File: config.mk
export PLATFORM = sky130hd
export DESIGN_NAME = program_counter_return_stack
export DESIGN_NICKNAME = d
export VERILOG_FILES = /design/src/rtl/pcs_pkg.sv /design/src/rtl/stack_port_if.sv /design/src/rtl/program_counter_return_stack.sv /design/src/rtl/return_stack_store.sv
export SDC_FILE = /design/constraint.sdc
export NUM_CORES = 1
export LEC_CHECK = 0
export ABC_AREA = 1
export BUFFER_PORTS_ARGS = -buffer_cell sky130_fd_sc_hd__buf_4
export CAP_MARGIN = 10
export CORE_UTILIZATION = 60
export CTS_CLUSTER_DIAMETER = 150
export DETAILED_ROUTE_END_ITERATION = 10
export PLACE_DENSITY_LB_ADDON = 0.25
export SLEW_MARGIN = 20
export SYNTH_ARGS = -nofsm -noshare
export SYNTH_HDL_FRONTEND = slang
export SYNTH_SLANG_ARGS = --single-unit
File: constraint.sdc
create_clock -name CLK_SYS -period 4.25 [get_ports CLK_SYS]
set_input_delay 0.85 -clock CLK_SYS [delete_from_list [all_inputs] [get_ports CLK_SYS]]
set_output_delay 0.85 -clock CLK_SYS [all_outputs]
set_load 0.01 [all_outputs]
File: src/rtl/pcs_pkg.sv
package pcs_pkg;
	localparam int PC_W = 21;
	localparam int SP_W = 5;
	localparam int STACK_DEPTH = 31;
	localparam int INSTR_W = 16;
	localparam int SHADOW_W = 8;
	localparam logic [20:0] RESET_VECTOR = 21'h000000;
	localparam logic [20:0] HIGH_VECTOR = 21'h000008;
	localparam logic [20:0] LOW_VECTOR = 21'h000018;
	localparam logic [19:0] WORD_STEP = 20'h00001;
	localparam logic [4:0] SP_RESET = 5'h00;
	localparam logic [4:0] SP_MAX = 5'h1f;
	localparam logic [4:0] SP_LAST_FREE = 5'h1e;
	// Register byte addresses on the APB side.
	localparam logic [7:0] ADDR_POINTER = 8'h00;
	localparam logic [7:0] ADDR_TOP_LOW = 8'h04;
	localparam logic [7:0] ADDR_TOP_HIGH = 8'h08;
	localparam logic [7:0] ADDR_TOP_UPPER = 8'h0c;
	localparam logic [7:0] ADDR_PC_LOW = 8'h10;
	localparam logic [7:0] ADDR_PC_HIGH_LATCH = 8'h14;
	localparam logic [7:0] ADDR_PC_UPPER_LATCH = 8'h18;
	localparam logic [7:0] ADDR_CONFIG = 8'h1c;
	// Pointer and config register fields; reset values.
	localparam int FULL_BIT = 7;
	localparam int UNDERFLOW_BIT = 6;
	localparam int CFG_STACK_RESET_BIT = 0;
	localparam logic CFG_STACK_RESET_DEFAULT = 1'b1;
	localparam logic [7:0] LATCH_RESET = 8'h00;
	typedef enum logic [3:0] {
		OP_NONE = 4'b0000,
		OP_STEP = 4'b0001,
		OP_JUMP = 4'b0010,
		OP_CALL = 4'b0011,
		OP_RETURN = 4'b0100,
		OP_RETURN_IRQ = 4'b0101,
		OP_PUSH = 4'b0110,
		OP_POP = 4'b0111,
		OP_IRQ = 4'b1000
	} core_op_t;
endpackage

File: src/rtl/stack_port_if.sv
`timescale 1ns/10ps
interface stack_port_if;
	import pcs_pkg::*;
	logic wr_en;
	logic [SP_W-1:0] wr_idx;
	logic [PC_W-1:0] wr_data;
	logic [SP_W-1:0] rd_idx;
	logic [PC_W-1:0] rd_data;
	modport ctrl (output wr_en, output wr_idx, output wr_data, output rd_idx, input rd_data);
	modport store (input wr_en, input wr_idx, input wr_data, input rd_idx, output rd_data);
endinterface

File: src/rtl/program_counter_return_stack.sv
// Added by the designer: register access over APB and the register addresses.
`timescale 1ns/10ps
// Behaviour
// [RL1] Program counter is 21 bits wide.
// [RL2] Fetch beyond implemented memory returns zero.
// [RL3] Reset at 0000h, interrupts at 0008h/0018h.
// [RL4] Only low byte direct; upper bytes via latches.
// [RL5] Low byte write loads both latches.
// [RL6] Low byte read copies upper bytes out.
// [RL7] Bit zero fixed; step is two.
// [RL8] Calls, gotos, branches bypass the latches.
// [RL9] Stack is 31 by 21, 5-bit pointer.
// [RL10] Push increments pointer, then stores counter.
// [RL11] Return loads top entry, then decrements.
// [RL12] Calls and returns leave latches alone.
// [RL13] Every reset clears pointer; zero is empty.
// [RL14] Top registers access entry at pointer.
// [RL15] Thirty-one pushes set sticky full flag.
// [RL16] Error reset: 31st push stores, flags, resets.
// [RL17] No error reset: pointer stops at 31.
// [RL18] Empty pop loads zero, sets underflow.
// [RL19] Error reset option decides device reset.
// [RL20] Pointer register layout: full, underflow, pointer.
// [RL21] Push stores counter; pop only decrements.
// [RL22] Interrupt captures shadow; fast return restores.
// [RL23] Fast call saves, fast return restores.
// [RL24] Software masks interrupts during top access.
// [RL25] Interrupt wake pushes counter, loads vector.
// [RL26] Low byte write redirects the next fetch.
module program_counter_return_stack
	import pcs_pkg::*;
#(
	parameter logic [PC_W-1:0] PROG_MEM_BYTES = 21'h010000
) (
	input wire logic CLK_SYS,
	input wire logic RST,
	input wire logic CORE_RESET,
	input wire logic PSEL,
	input wire logic PENABLE,
	input wire logic PWRITE,
	input wire logic [7:0] PADDR,
	input wire logic [31:0] PWDATA,
	output logic [31:0] PRDATA,
	output logic PREADY,
	output logic PSLVERR,
	input wire core_op_t CORE_OP,
	input wire logic CORE_FAST,
	input wire logic CORE_IRQ_HIGH,
	input wire logic [PC_W-1:0] CORE_TARGET,
	input wire logic [SHADOW_W-1:0] CORE_STATUS,
	input wire logic [SHADOW_W-1:0] CORE_WORKING,
	input wire logic [SHADOW_W-1:0] CORE_BANK,
	output logic [PC_W-1:0] FETCH_ADDR,
	input wire logic [INSTR_W-1:0] MEM_DATA,
	output logic [INSTR_W-1:0] INSTR_WORD,
	output logic FLUSH,
	output logic SHADOW_RESTORE,
	output logic [SHADOW_W-1:0] SHADOW_STATUS,
	output logic [SHADOW_W-1:0] SHADOW_WORKING,
	output logic [SHADOW_W-1:0] SHADOW_BANK,
	output logic STACK_RESET_REQ
);
	stack_port_if stk ();

	//[RL9] 31 by 21 store
	return_stack_store #(
		.DEPTH(STACK_DEPTH)
	) u_store (
		.clk(CLK_SYS),
		.rst(RST),
		.port(stk)
	);

	// The counter keeps only bits 20:1; bit 0 cannot be anything but zero.
	logic [PC_W-1:1] pc_word;
	logic [PC_W-1:0] pc;
	logic [7:0] pc_high_latch;
	logic [4:0] pc_upper_latch;
	logic [SP_W-1:0] pointer_value;
	logic stack_full_flag;
	logic stack_underflow_flag;
	logic stack_error_reset_enable;
	logic reset_pending;
	logic [SHADOW_W-1:0] shadow_status;
	logic [SHADOW_W-1:0] shadow_working;
	logic [SHADOW_W-1:0] shadow_bank;

	logic apb_wr;
	logic apb_rd;
	logic addr_hit;
	logic [31:0] read_value;
	logic pcl_write;
	logic core_stack_op;
	logic [PC_W-1:1] next_pc_word;
	logic [SP_W-1:0] next_pointer;
	logic set_full;
	logic set_underflow;
	logic error_reset;
	logic core_wr_en;
	logic [PC_W-1:0] top_entry;

	function automatic logic [SP_W-1:0] ptr_inc(input logic [SP_W-1:0] p);
		ptr_inc = SP_W'(p + 1'b1);
	endfunction

	function automatic logic [PC_W-1:1] to_word(input logic [PC_W-1:0] byte_addr);
		to_word = byte_addr[PC_W-1:1];
	endfunction

	//[RL1] 21-bit counter
	assign pc = {pc_word, 1'b0};
	assign FETCH_ADDR = pc;
	assign top_entry = stk.rd_data;

	assign apb_wr = PSEL && PENABLE && PWRITE;
	assign apb_rd = PSEL && PENABLE && !PWRITE;
	assign PREADY = 1'b1;
	assign pcl_write = apb_wr && (PADDR == ADDR_PC_LOW);
	assign core_stack_op = (CORE_OP == OP_CALL) || (CORE_OP == OP_IRQ) || (CORE_OP == OP_PUSH)
		|| (CORE_OP == OP_RETURN) || (CORE_OP == OP_RETURN_IRQ) || (CORE_OP == OP_POP);

	always_comb begin
		case (PADDR)
			ADDR_POINTER, ADDR_TOP_LOW, ADDR_TOP_HIGH, ADDR_TOP_UPPER, ADDR_PC_LOW,
			ADDR_PC_HIGH_LATCH, ADDR_PC_UPPER_LATCH, ADDR_CONFIG: addr_hit = 1'b1;
			default: addr_hit = 1'b0;
		endcase
	end
	assign PSLVERR = PSEL && PENABLE && !addr_hit;

	//[RL14] top entry view
	//[RL20] pointer layout
	always_comb begin
		read_value = '0;
		case (PADDR)
			ADDR_POINTER: read_value = {24'h000000, stack_full_flag, stack_underflow_flag,
				1'b0, pointer_value};
			ADDR_TOP_LOW: read_value = {24'h000000, top_entry[7:0]};
			ADDR_TOP_HIGH: read_value = {24'h000000, top_entry[15:8]};
			ADDR_TOP_UPPER: read_value = {27'h0000000, top_entry[20:16]};
			ADDR_PC_LOW: read_value = {24'h000000, pc[7:0]};
			ADDR_PC_HIGH_LATCH: read_value = {24'h000000, pc_high_latch};
			ADDR_PC_UPPER_LATCH: read_value = {27'h0000000, pc_upper_latch};
			ADDR_CONFIG: read_value = {31'h00000000, stack_error_reset_enable};
			default: read_value = '0;
		endcase
	end

	// Read data is captured in the setup phase so the access phase needs no wait state.
	always_ff @(posedge CLK_SYS) begin
		if (RST) begin
			PRDATA <= '0;
		end else if (PSEL && !PENABLE) begin
			PRDATA <= read_value;
		end
	end

	// Core sequencing: counter, pointer and stack write for one operation.
	always_comb begin
		next_pc_word = pc_word;
		next_pointer = pointer_value;
		set_full = 1'b0;
		set_underflow = 1'b0;
		error_reset = 1'b0;
		core_wr_en = 1'b0;
		case (CORE_OP)
			//[RL7] step by two
			OP_STEP: next_pc_word = pc_word + WORD_STEP;
			//[RL8] direct load
			OP_JUMP: next_pc_word = to_word(CORE_TARGET);
			OP_CALL, OP_IRQ, OP_PUSH: begin
				if (CORE_OP == OP_CALL) begin
					next_pc_word = to_word(CORE_TARGET);
				end else if (CORE_OP == OP_IRQ) begin
					//[RL25] vector on interrupt
					next_pc_word = to_word(CORE_IRQ_HIGH ? HIGH_VECTOR : LOW_VECTOR);
				end
				//[RL17] pointer stops at 31
				if (pointer_value == SP_MAX) begin
					set_full = 1'b1;
					error_reset = stack_error_reset_enable;
				end else begin
					//[RL10] increment then store
					next_pointer = ptr_inc(pointer_value);
					core_wr_en = 1'b1;
					//[RL15] full on 31st
					if (pointer_value == SP_LAST_FREE) begin
						set_full = 1'b1;
						//[RL16] error reset option
						error_reset = stack_error_reset_enable;
					end
				end
			end
			OP_RETURN, OP_RETURN_IRQ, OP_POP: begin
				if (pointer_value == SP_RESET) begin
					//[RL18] empty pop
					if (CORE_OP != OP_POP) begin
						next_pc_word = to_word(RESET_VECTOR);
					end
					set_underflow = 1'b1;
					//[RL19] reset when enabled
					error_reset = stack_error_reset_enable;
				end else begin
					//[RL11] load then decrement
					if (CORE_OP != OP_POP) begin
						next_pc_word = to_word(top_entry);
					end
					//[RL21] pop discards
					next_pointer = SP_W'(pointer_value - 1'b1);
				end
			end
			default: next_pc_word = pc_word;
		endcase
	end

	// Any core stack operation owns the single write port; a software top write in that cycle is dropped.
	always_comb begin
		stk.rd_idx = pointer_value;
		stk.wr_idx = next_pointer;
		stk.wr_data = pc;
		stk.wr_en = core_wr_en;
		if (!core_stack_op && apb_wr) begin
			stk.wr_idx = pointer_value;
			stk.wr_data = top_entry;
			case (PADDR)
				ADDR_TOP_LOW: stk.wr_data[7:0] = PWDATA[7:0];
				ADDR_TOP_HIGH: stk.wr_data[15:8] = PWDATA[7:0];
				ADDR_TOP_UPPER: stk.wr_data[20:16] = PWDATA[4:0];
				default: stk.wr_data = top_entry;
			endcase
			stk.wr_en = (PADDR == ADDR_TOP_LOW) || (PADDR == ADDR_TOP_HIGH)
				|| (PADDR == ADDR_TOP_UPPER);
		end
	end

	//[RL3] reset vector start
	always_ff @(posedge CLK_SYS) begin
		if (RST || CORE_RESET || reset_pending) begin
			pc_word <= to_word(RESET_VECTOR);
		end else if (pcl_write) begin
			//[RL5] latches into counter
			pc_word <= {pc_upper_latch, pc_high_latch, PWDATA[7:1]};
		end else begin
			pc_word <= next_pc_word;
		end
	end

	//[RL26] flush on redirect
	always_ff @(posedge CLK_SYS) begin
		if (RST) begin
			FLUSH <= 1'b0;
		end else begin
			FLUSH <= pcl_write;
		end
	end

	//[RL4] latch-only upper access
	always_ff @(posedge CLK_SYS) begin
		if (RST) begin
			pc_high_latch <= LATCH_RESET;
			pc_upper_latch <= LATCH_RESET[4:0];
		end else if (apb_wr && (PADDR == ADDR_PC_HIGH_LATCH)) begin
			pc_high_latch <= PWDATA[7:0];
		end else if (apb_wr && (PADDR == ADDR_PC_UPPER_LATCH)) begin
			pc_upper_latch <= PWDATA[4:0];
		end else if (apb_rd && (PADDR == ADDR_PC_LOW)) begin
			//[RL6] read copies upper
			pc_high_latch <= pc[15:8];
			pc_upper_latch <= pc[20:16];
		end
	end

	//[RL13] reset clears pointer
	always_ff @(posedge CLK_SYS) begin
		if (RST || CORE_RESET || reset_pending) begin
			pointer_value <= SP_RESET;
		end else if (core_stack_op) begin
			pointer_value <= next_pointer;
		end else if (apb_wr && (PADDR == ADDR_POINTER)) begin
			pointer_value <= PWDATA[SP_W-1:0];
		end
	end

	// Flags survive every reset but power-on; a hardware set beats a software clear.
	always_ff @(posedge CLK_SYS) begin
		if (RST) begin
			stack_full_flag <= 1'b0;
			stack_underflow_flag <= 1'b0;
		end else begin
			stack_full_flag <= set_full || (stack_full_flag
				&& !(apb_wr && (PADDR == ADDR_POINTER) && !PWDATA[FULL_BIT]));
			stack_underflow_flag <= set_underflow || (stack_underflow_flag
				&& !(apb_wr && (PADDR == ADDR_POINTER) && !PWDATA[UNDERFLOW_BIT]));
		end
	end

	always_ff @(posedge CLK_SYS) begin
		if (RST) begin
			stack_error_reset_enable <= CFG_STACK_RESET_DEFAULT;
		end else if (apb_wr && (PADDR == ADDR_CONFIG)) begin
			stack_error_reset_enable <= PWDATA[CFG_STACK_RESET_BIT];
		end
	end

	// The stack reset lands one cycle after the push or pop, so the 31st entry is kept.
	always_ff @(posedge CLK_SYS) begin
		if (RST) begin
			reset_pending <= 1'b0;
			STACK_RESET_REQ <= 1'b0;
		end else begin
			reset_pending <= error_reset && !reset_pending;
			STACK_RESET_REQ <= error_reset && !reset_pending;
		end
	end

	//[RL22] interrupt shadow
	//[RL23] fast call shadow
	always_ff @(posedge CLK_SYS) begin
		if (RST) begin
			shadow_status <= '0;
			shadow_working <= '0;
			shadow_bank <= '0;
		end else if ((CORE_OP == OP_IRQ) || ((CORE_OP == OP_CALL) && CORE_FAST)) begin
			shadow_status <= CORE_STATUS;
			shadow_working <= CORE_WORKING;
			shadow_bank <= CORE_BANK;
		end
	end

	always_ff @(posedge CLK_SYS) begin
		if (RST) begin
			SHADOW_RESTORE <= 1'b0;
			SHADOW_STATUS <= '0;
			SHADOW_WORKING <= '0;
			SHADOW_BANK <= '0;
		end else begin
			SHADOW_RESTORE <= CORE_FAST
				&& ((CORE_OP == OP_RETURN) || (CORE_OP == OP_RETURN_IRQ));
			SHADOW_STATUS <= shadow_status;
			SHADOW_WORKING <= shadow_working;
			SHADOW_BANK <= shadow_bank;
		end
	end

	//[RL2] zero beyond memory
	always_ff @(posedge CLK_SYS) begin
		if (RST) begin
			INSTR_WORD <= '0;
		end else begin
			INSTR_WORD <= (pc >= PROG_MEM_BYTES) ? '0 : MEM_DATA;
		end
	end

	//[RL2] beyond check
	AST_BEYOND_ZERO: assert property (@(posedge CLK_SYS) disable iff (RST) // [RL2]
		(FETCH_ADDR >= PROG_MEM_BYTES) |=> (INSTR_WORD == '0))
		else $error("fetch beyond memory did not read zero");

	//[RL3] reset vector check
	AST_RESET_VECTOR: assert property (@(posedge CLK_SYS) // [RL3]
		$past(RST) |-> (FETCH_ADDR == RESET_VECTOR) && (pointer_value == SP_RESET))
		else $error("reset did not start at the reset vector");

	//[RL25] vector check
	AST_IRQ_VECTOR: assert property (@(posedge CLK_SYS) disable iff (RST) // [RL25]
		(CORE_OP == OP_IRQ) && !pcl_write && !CORE_RESET && !reset_pending && !error_reset
		|=> FETCH_ADDR == ($past(CORE_IRQ_HIGH) ? HIGH_VECTOR : LOW_VECTOR))
		else $error("interrupt did not load its vector");

	//[RL5] latch transfer check
	AST_PCL_WRITE: assert property (@(posedge CLK_SYS) disable iff (RST) // [RL5]
		pcl_write && !CORE_RESET && !reset_pending |=> FETCH_ADDR ==
		{$past(pc_upper_latch), $past(pc_high_latch), $past(PWDATA[7:1]), 1'b0} && FLUSH ##1 !FLUSH)
		else $error("low byte write did not load the latches");

	//[RL12] latches untouched
	AST_CALL_LATCHES: assert property (@(posedge CLK_SYS) disable iff (RST) // [RL12]
		core_stack_op && !PSEL |=> $stable(pc_high_latch) && $stable(pc_upper_latch))
		else $error("call or return changed a latch");

	//[RL10] push check
	AST_PUSH_STORE: assert property (@(posedge CLK_SYS) disable iff (RST) // [RL10]
		(CORE_OP == OP_CALL) && (pointer_value < SP_LAST_FREE) && !CORE_RESET && !reset_pending
		|=> (pointer_value == ptr_inc($past(pointer_value))) && (top_entry == $past(pc)))
		else $error("push did not increment and store the counter");

	//[RL18] underflow check
	AST_UNDERFLOW: assert property (@(posedge CLK_SYS) disable iff (RST) // [RL18]
		(CORE_OP == OP_RETURN) && (pointer_value == SP_RESET) && !pcl_write
		|=> stack_underflow_flag && (FETCH_ADDR == RESET_VECTOR) && (pointer_value == SP_RESET))
		else $error("empty pop did not flag underflow");

	//[RL15] sticky full
	AST_FULL_STICKY: assert property (@(posedge CLK_SYS) disable iff (RST) // [RL15]
		stack_full_flag && !(apb_wr && (PADDR == ADDR_POINTER)) |=> stack_full_flag)
		else $error("full flag dropped without a software clear");

	//[RL16] overflow reset
	AST_OVERFLOW_RESET: assert property (@(posedge CLK_SYS) disable iff (RST) // [RL16]
		(CORE_OP == OP_PUSH) && (pointer_value == SP_LAST_FREE) && stack_error_reset_enable
		&& !CORE_RESET && !reset_pending
		|=> STACK_RESET_REQ && stack_full_flag ##1 (pointer_value == SP_RESET) && stack_full_flag)
		else $error("31st push did not flag full and reset");

	//[RL22] shadow capture
	AST_SHADOW_CAPTURE: assert property (@(posedge CLK_SYS) disable iff (RST) // [RL22]
		(CORE_OP == OP_IRQ) |=> ##1 (SHADOW_STATUS == $past(CORE_STATUS, 2))
		&& (SHADOW_WORKING == $past(CORE_WORKING, 2)) && (SHADOW_BANK == $past(CORE_BANK, 2)))
		else $error("interrupt did not capture the shadow registers");
endmodule // program_counter_return_stack

File: src/rtl/return_stack_store.sv
`timescale 1ns/10ps
module return_stack_store
	import pcs_pkg::*;
#(
	parameter int DEPTH = STACK_DEPTH
) (
	input wire logic clk,
	input wire logic rst,
	stack_port_if.store port
);
	logic [PC_W-1:0] entry [1:DEPTH];

	function automatic logic idx_ok(input logic [SP_W-1:0] idx);
		idx_ok = (idx != SP_RESET) && (32'(idx) <= DEPTH);
	endfunction

	// Index zero has no storage behind it, so it always reads as zero.
	always_comb begin
		port.rd_data = '0;
		if (idx_ok(port.rd_idx)) begin
			port.rd_data = entry[port.rd_idx];
		end
	end

	always_ff @(posedge clk) begin
		if (rst) begin
			for (int i = 1; i <= DEPTH; i++) begin
				entry[i] <= '0;
			end
		end else if (port.wr_en && idx_ok(port.wr_idx)) begin
			entry[port.wr_idx] <= port.wr_data;
		end
	end
endmodule // return_stack_store

==> flow_summary.json <==
{
  "post-dp-hpwl_microns": 70300,
  "netlist_area_sq_um": 36720,
  "max_cap_violations": 0,
  "path_max_fanout": 98,
  "max_freq_mhz": 269.0,
  "clk_latency_ns": 0.65,
  "hold_class": "in -> reg",
  "synth_top_family_by_area": "simple AND/OR/NAND/NOR gates",
  "synth_mux_area_share_pct": 0,
  "largest-register": "u_store.entry",
  "synth_top_cell_area_share_pct": 54.95,
  "gr-total-overflow": 0,
  "cts.sinks": 793,
  "crit_family": "buffers and inverters",
  "cts_buffers": 82,
  "async_flop_share_pct": 0,
  "criticalPathCategory": "reg -> reg",
  "synth_ff_type": "edfxtp_1",
  "met2_length_microns": 51090,
  "crit_chain": "inv_8, buf_4, nand2_1, nand3_1, nand3_1, nand2_1, nand2_1, nand3_1, nand3_1, a21oi_1, o21ai_0, nand2_1, inv_1, buf_4, nor2_1",
  "cts_hold_buf": 0,
  "startpoint_type": "flop",
  "start_util_pct": 60.84,
  "grt_pass1_wl_microns": 166100,
  "syn2layout_area_growth_pct": 13.23,
  "reg_top3": "u_store.entry (672), pc_word (20), INSTR_WORD (16)",
  "antenna_found_initial": 1,
  "port-buffer-count": 159,
  "postCtsSetupRepairBufs": 0,
  "met1_length_microns": 42070,
  "crit_arrival_ns": 4.20,
  "cts_root_buffer": "clkbuf_16",
  "rows": 90,
  "track_usage_pct": 35.45,
  "dr.pass1.iters": 9,
  "layout_min_cycle_time_ns": 3.718,
  "postRouteAntennaNets": 0,
  "ys_seq_area_share_pct": 61.55,
  "slew_viol_final": 0,
  "nets": 4270,
  "die_area_sq_um": 62200,
  "synthCells": 4049,
  "yosys.area_share.simple_pct": 27.88,
  "setup_viol": 0,
  "leakagePower_nw": 15.81,
  "vias_per_cell": 5.968,
  "synth_top_cell_by_area": "edfxtp_1",
  "drc_errors": 0,
  "finClkSkew_ns": 0.02840,
  "grt_max_degree": 105,
  "slowest_delay_ns": 0.56,
  "period_share_pct": 87.47,
  "ir_drop_v": 0.0003444,
  "tns_ns": 0,
  "drive_above_1_share_pct": 11.31,
  "routed_wl_microns": 111200,
  "critPathBufInv": 4,
  "cp-end-kind": "flop",
  "cts-resized-gates": 0,
  "yosys_warnings": 0,
  "wl_per_cell_microns": 22.24,
  "fin_util_pct": 68.89,
  "via_count": 29840,
  "hold_viol": 0,
  "synth-edff-count": 672,
  "core_sq_um": 60360,
  "netlist-cell-type-count": 49,
  "synth_top_cells_by_area": "edfxtp_1, nand2_1, nand3_1",
  "met3WireLength_microns": 13380,
  "synthAdderAreaFrac_pct": 0.1704,
  "tightest_slew_ns": 0.8206,
  "synth.most_common_cell": "nand2_1",
  "maxUsedRoutingLayer": "met5",
  "die_w_microns": 249.4,
  "synth_xor_area_share_pct": 0.3578,
  "drt-initial-drc-count": 4336,
  "status": "finished, final reports clean",
  "relSlewSlack_pct": 45.22,
  "gp_congestion": 0.9788,
  "grt_pass1_vias": 27840,
  "avgSynthCellArea_sq_um": 9.069,
  "fp.dieH_microns": 249.4,
  "clock_path_buffers": 3,
  "instances_no_fill": 5000,
  "cellPowerDensity_nw_per_um2": 418.9,
  "pin_count": 211,
  "cp_slowest_cell": "buf_4",
  "htreeDepth": 3,
  "design_power_total_mw": 17.42,
  "synth_compound_area_share_pct": 4.079,
  "grt_setup_unrepaired": "false",
  "required_ns": 4.73,
  "ys_ff_latch": 793,
  "num_antenna_cells": 0,
  "synth_common_cells": "nand2_1, nor2_1, edfxtp_1",
  "cts.clk_slew.worst_paths_ns": 0.06,
  "cts_tree": "done",
  "place_inst": 4850,
  "largest_register_ffs": 672
}
-- layout by cell type (no fill, tap or decap), types with 3 or more instances in the layout --
master,count
xor2_1,13
or2_2,4
buf_12,15
edfxtp_1,672
o31ai_1,10
nand3_2,5
clkinv_2,14
clkbuf_16,84
clkbuf_1,17
clkinv_8,3
o21bai_1,5
clkinv_1,19
ha_1,5
o21ai_0,74
o22ai_1,13
o221ai_1,11
bufinv_16,8
buf_4,301
dfxtp_4,3
o21ai_1,3
inv_1,147
nand3_1,597
a211oi_1,10
inv_2,11
nand2_1,1033
o211ai_1,9
nand4_1,36
nor2_2,8
dfxtp_1,118
nor2_4,3
nor2_1,769
conb_1,47
nor3_1,6
a21oi_1,115
-- routing by layer --
layer | vias up | track usage (%)
met5 | - | 0
met4 | 2 | 14.97
met3 | 272 | 7.019
met2 | 1904 | 54.85
met1 | 14030 | 49.16
li1 | 13630 | -
-- per-stage QoR --
stage                     setup WS, ns  hold slack, ns  cell area (sq um)
after floorplan                  1.015          0.4101              36890
after global placement          0.5487          0.4168              38880
after detailed placement        0.4744          0.4217              38880
after CTS                       0.6427          0.3961              41580
after global routing            0.3506          0.4162              41580
final                           0.5324          0.4227              41580
-- where the power goes --
group | switching [mW] | leakage [nW] | internal (mW)
logic | 0.997 | 6.56 | 0.391
registers | 0.102 | 7.92 | 8.68
clock network | 3.07 | 1.32 | 4.19
total | 4.17 | 15.8 | 13.3
-- worst register-to-register path, delay by kind of cell, from the launching register on --
family          cells  cell delay, ns
flops               1            0.43
compound gates      2            0.34
buf+inv             4            1.47
simple gates        9            1.32
-- path summary, 6_finish.rpt --
check / start / endpoint / slack (ns) / cells after the start
worst min-delay path: MEM_DATA[8] / INSTR_WORD[8]$_SDFF_PP0_ / 0.42 / 3
worst min register to register: shadow_working[5]$_SDFFE_PP0P_ / SHADOW_WORKING[5]$_SDFF_PP0_ / 0.42 / 2
worst max register to register: flop / u_store.entry[24][13]$_SDFFCE_PN0P_ / 0.53 / 15
worst max-delay path: flop / u_store.entry[24][13]$_SDFFCE_PN0P_ / 0.53 / 15
-- cell families after synthesis --
group	Yosys count
adder cells (fa/ha/maj)	5
flip-flops	793
AND/OR/NAND/NOR	2469
AO/OA/AOI/OAI	261
XOR/XNOR	15
other	2
buffers and inverters	504
-- area by class of cell --
| cell class | instances | area (sq um) |
|---|---|---|
| flip-flops and latches | 793 | 22610 |
| fillers | 4548 | 18780 |
| multi-input cells | 2797 | 12110 |
| repair buffers | 316 | 2560 |
| clock buffers | 104 | 2201 |
| well taps | 782 | 978.4 |
| inverters | 162 | 620.6 |
| clock inverters | 46 | 501.7 |
Note: power is estimated with default switching activity, not from simulation.
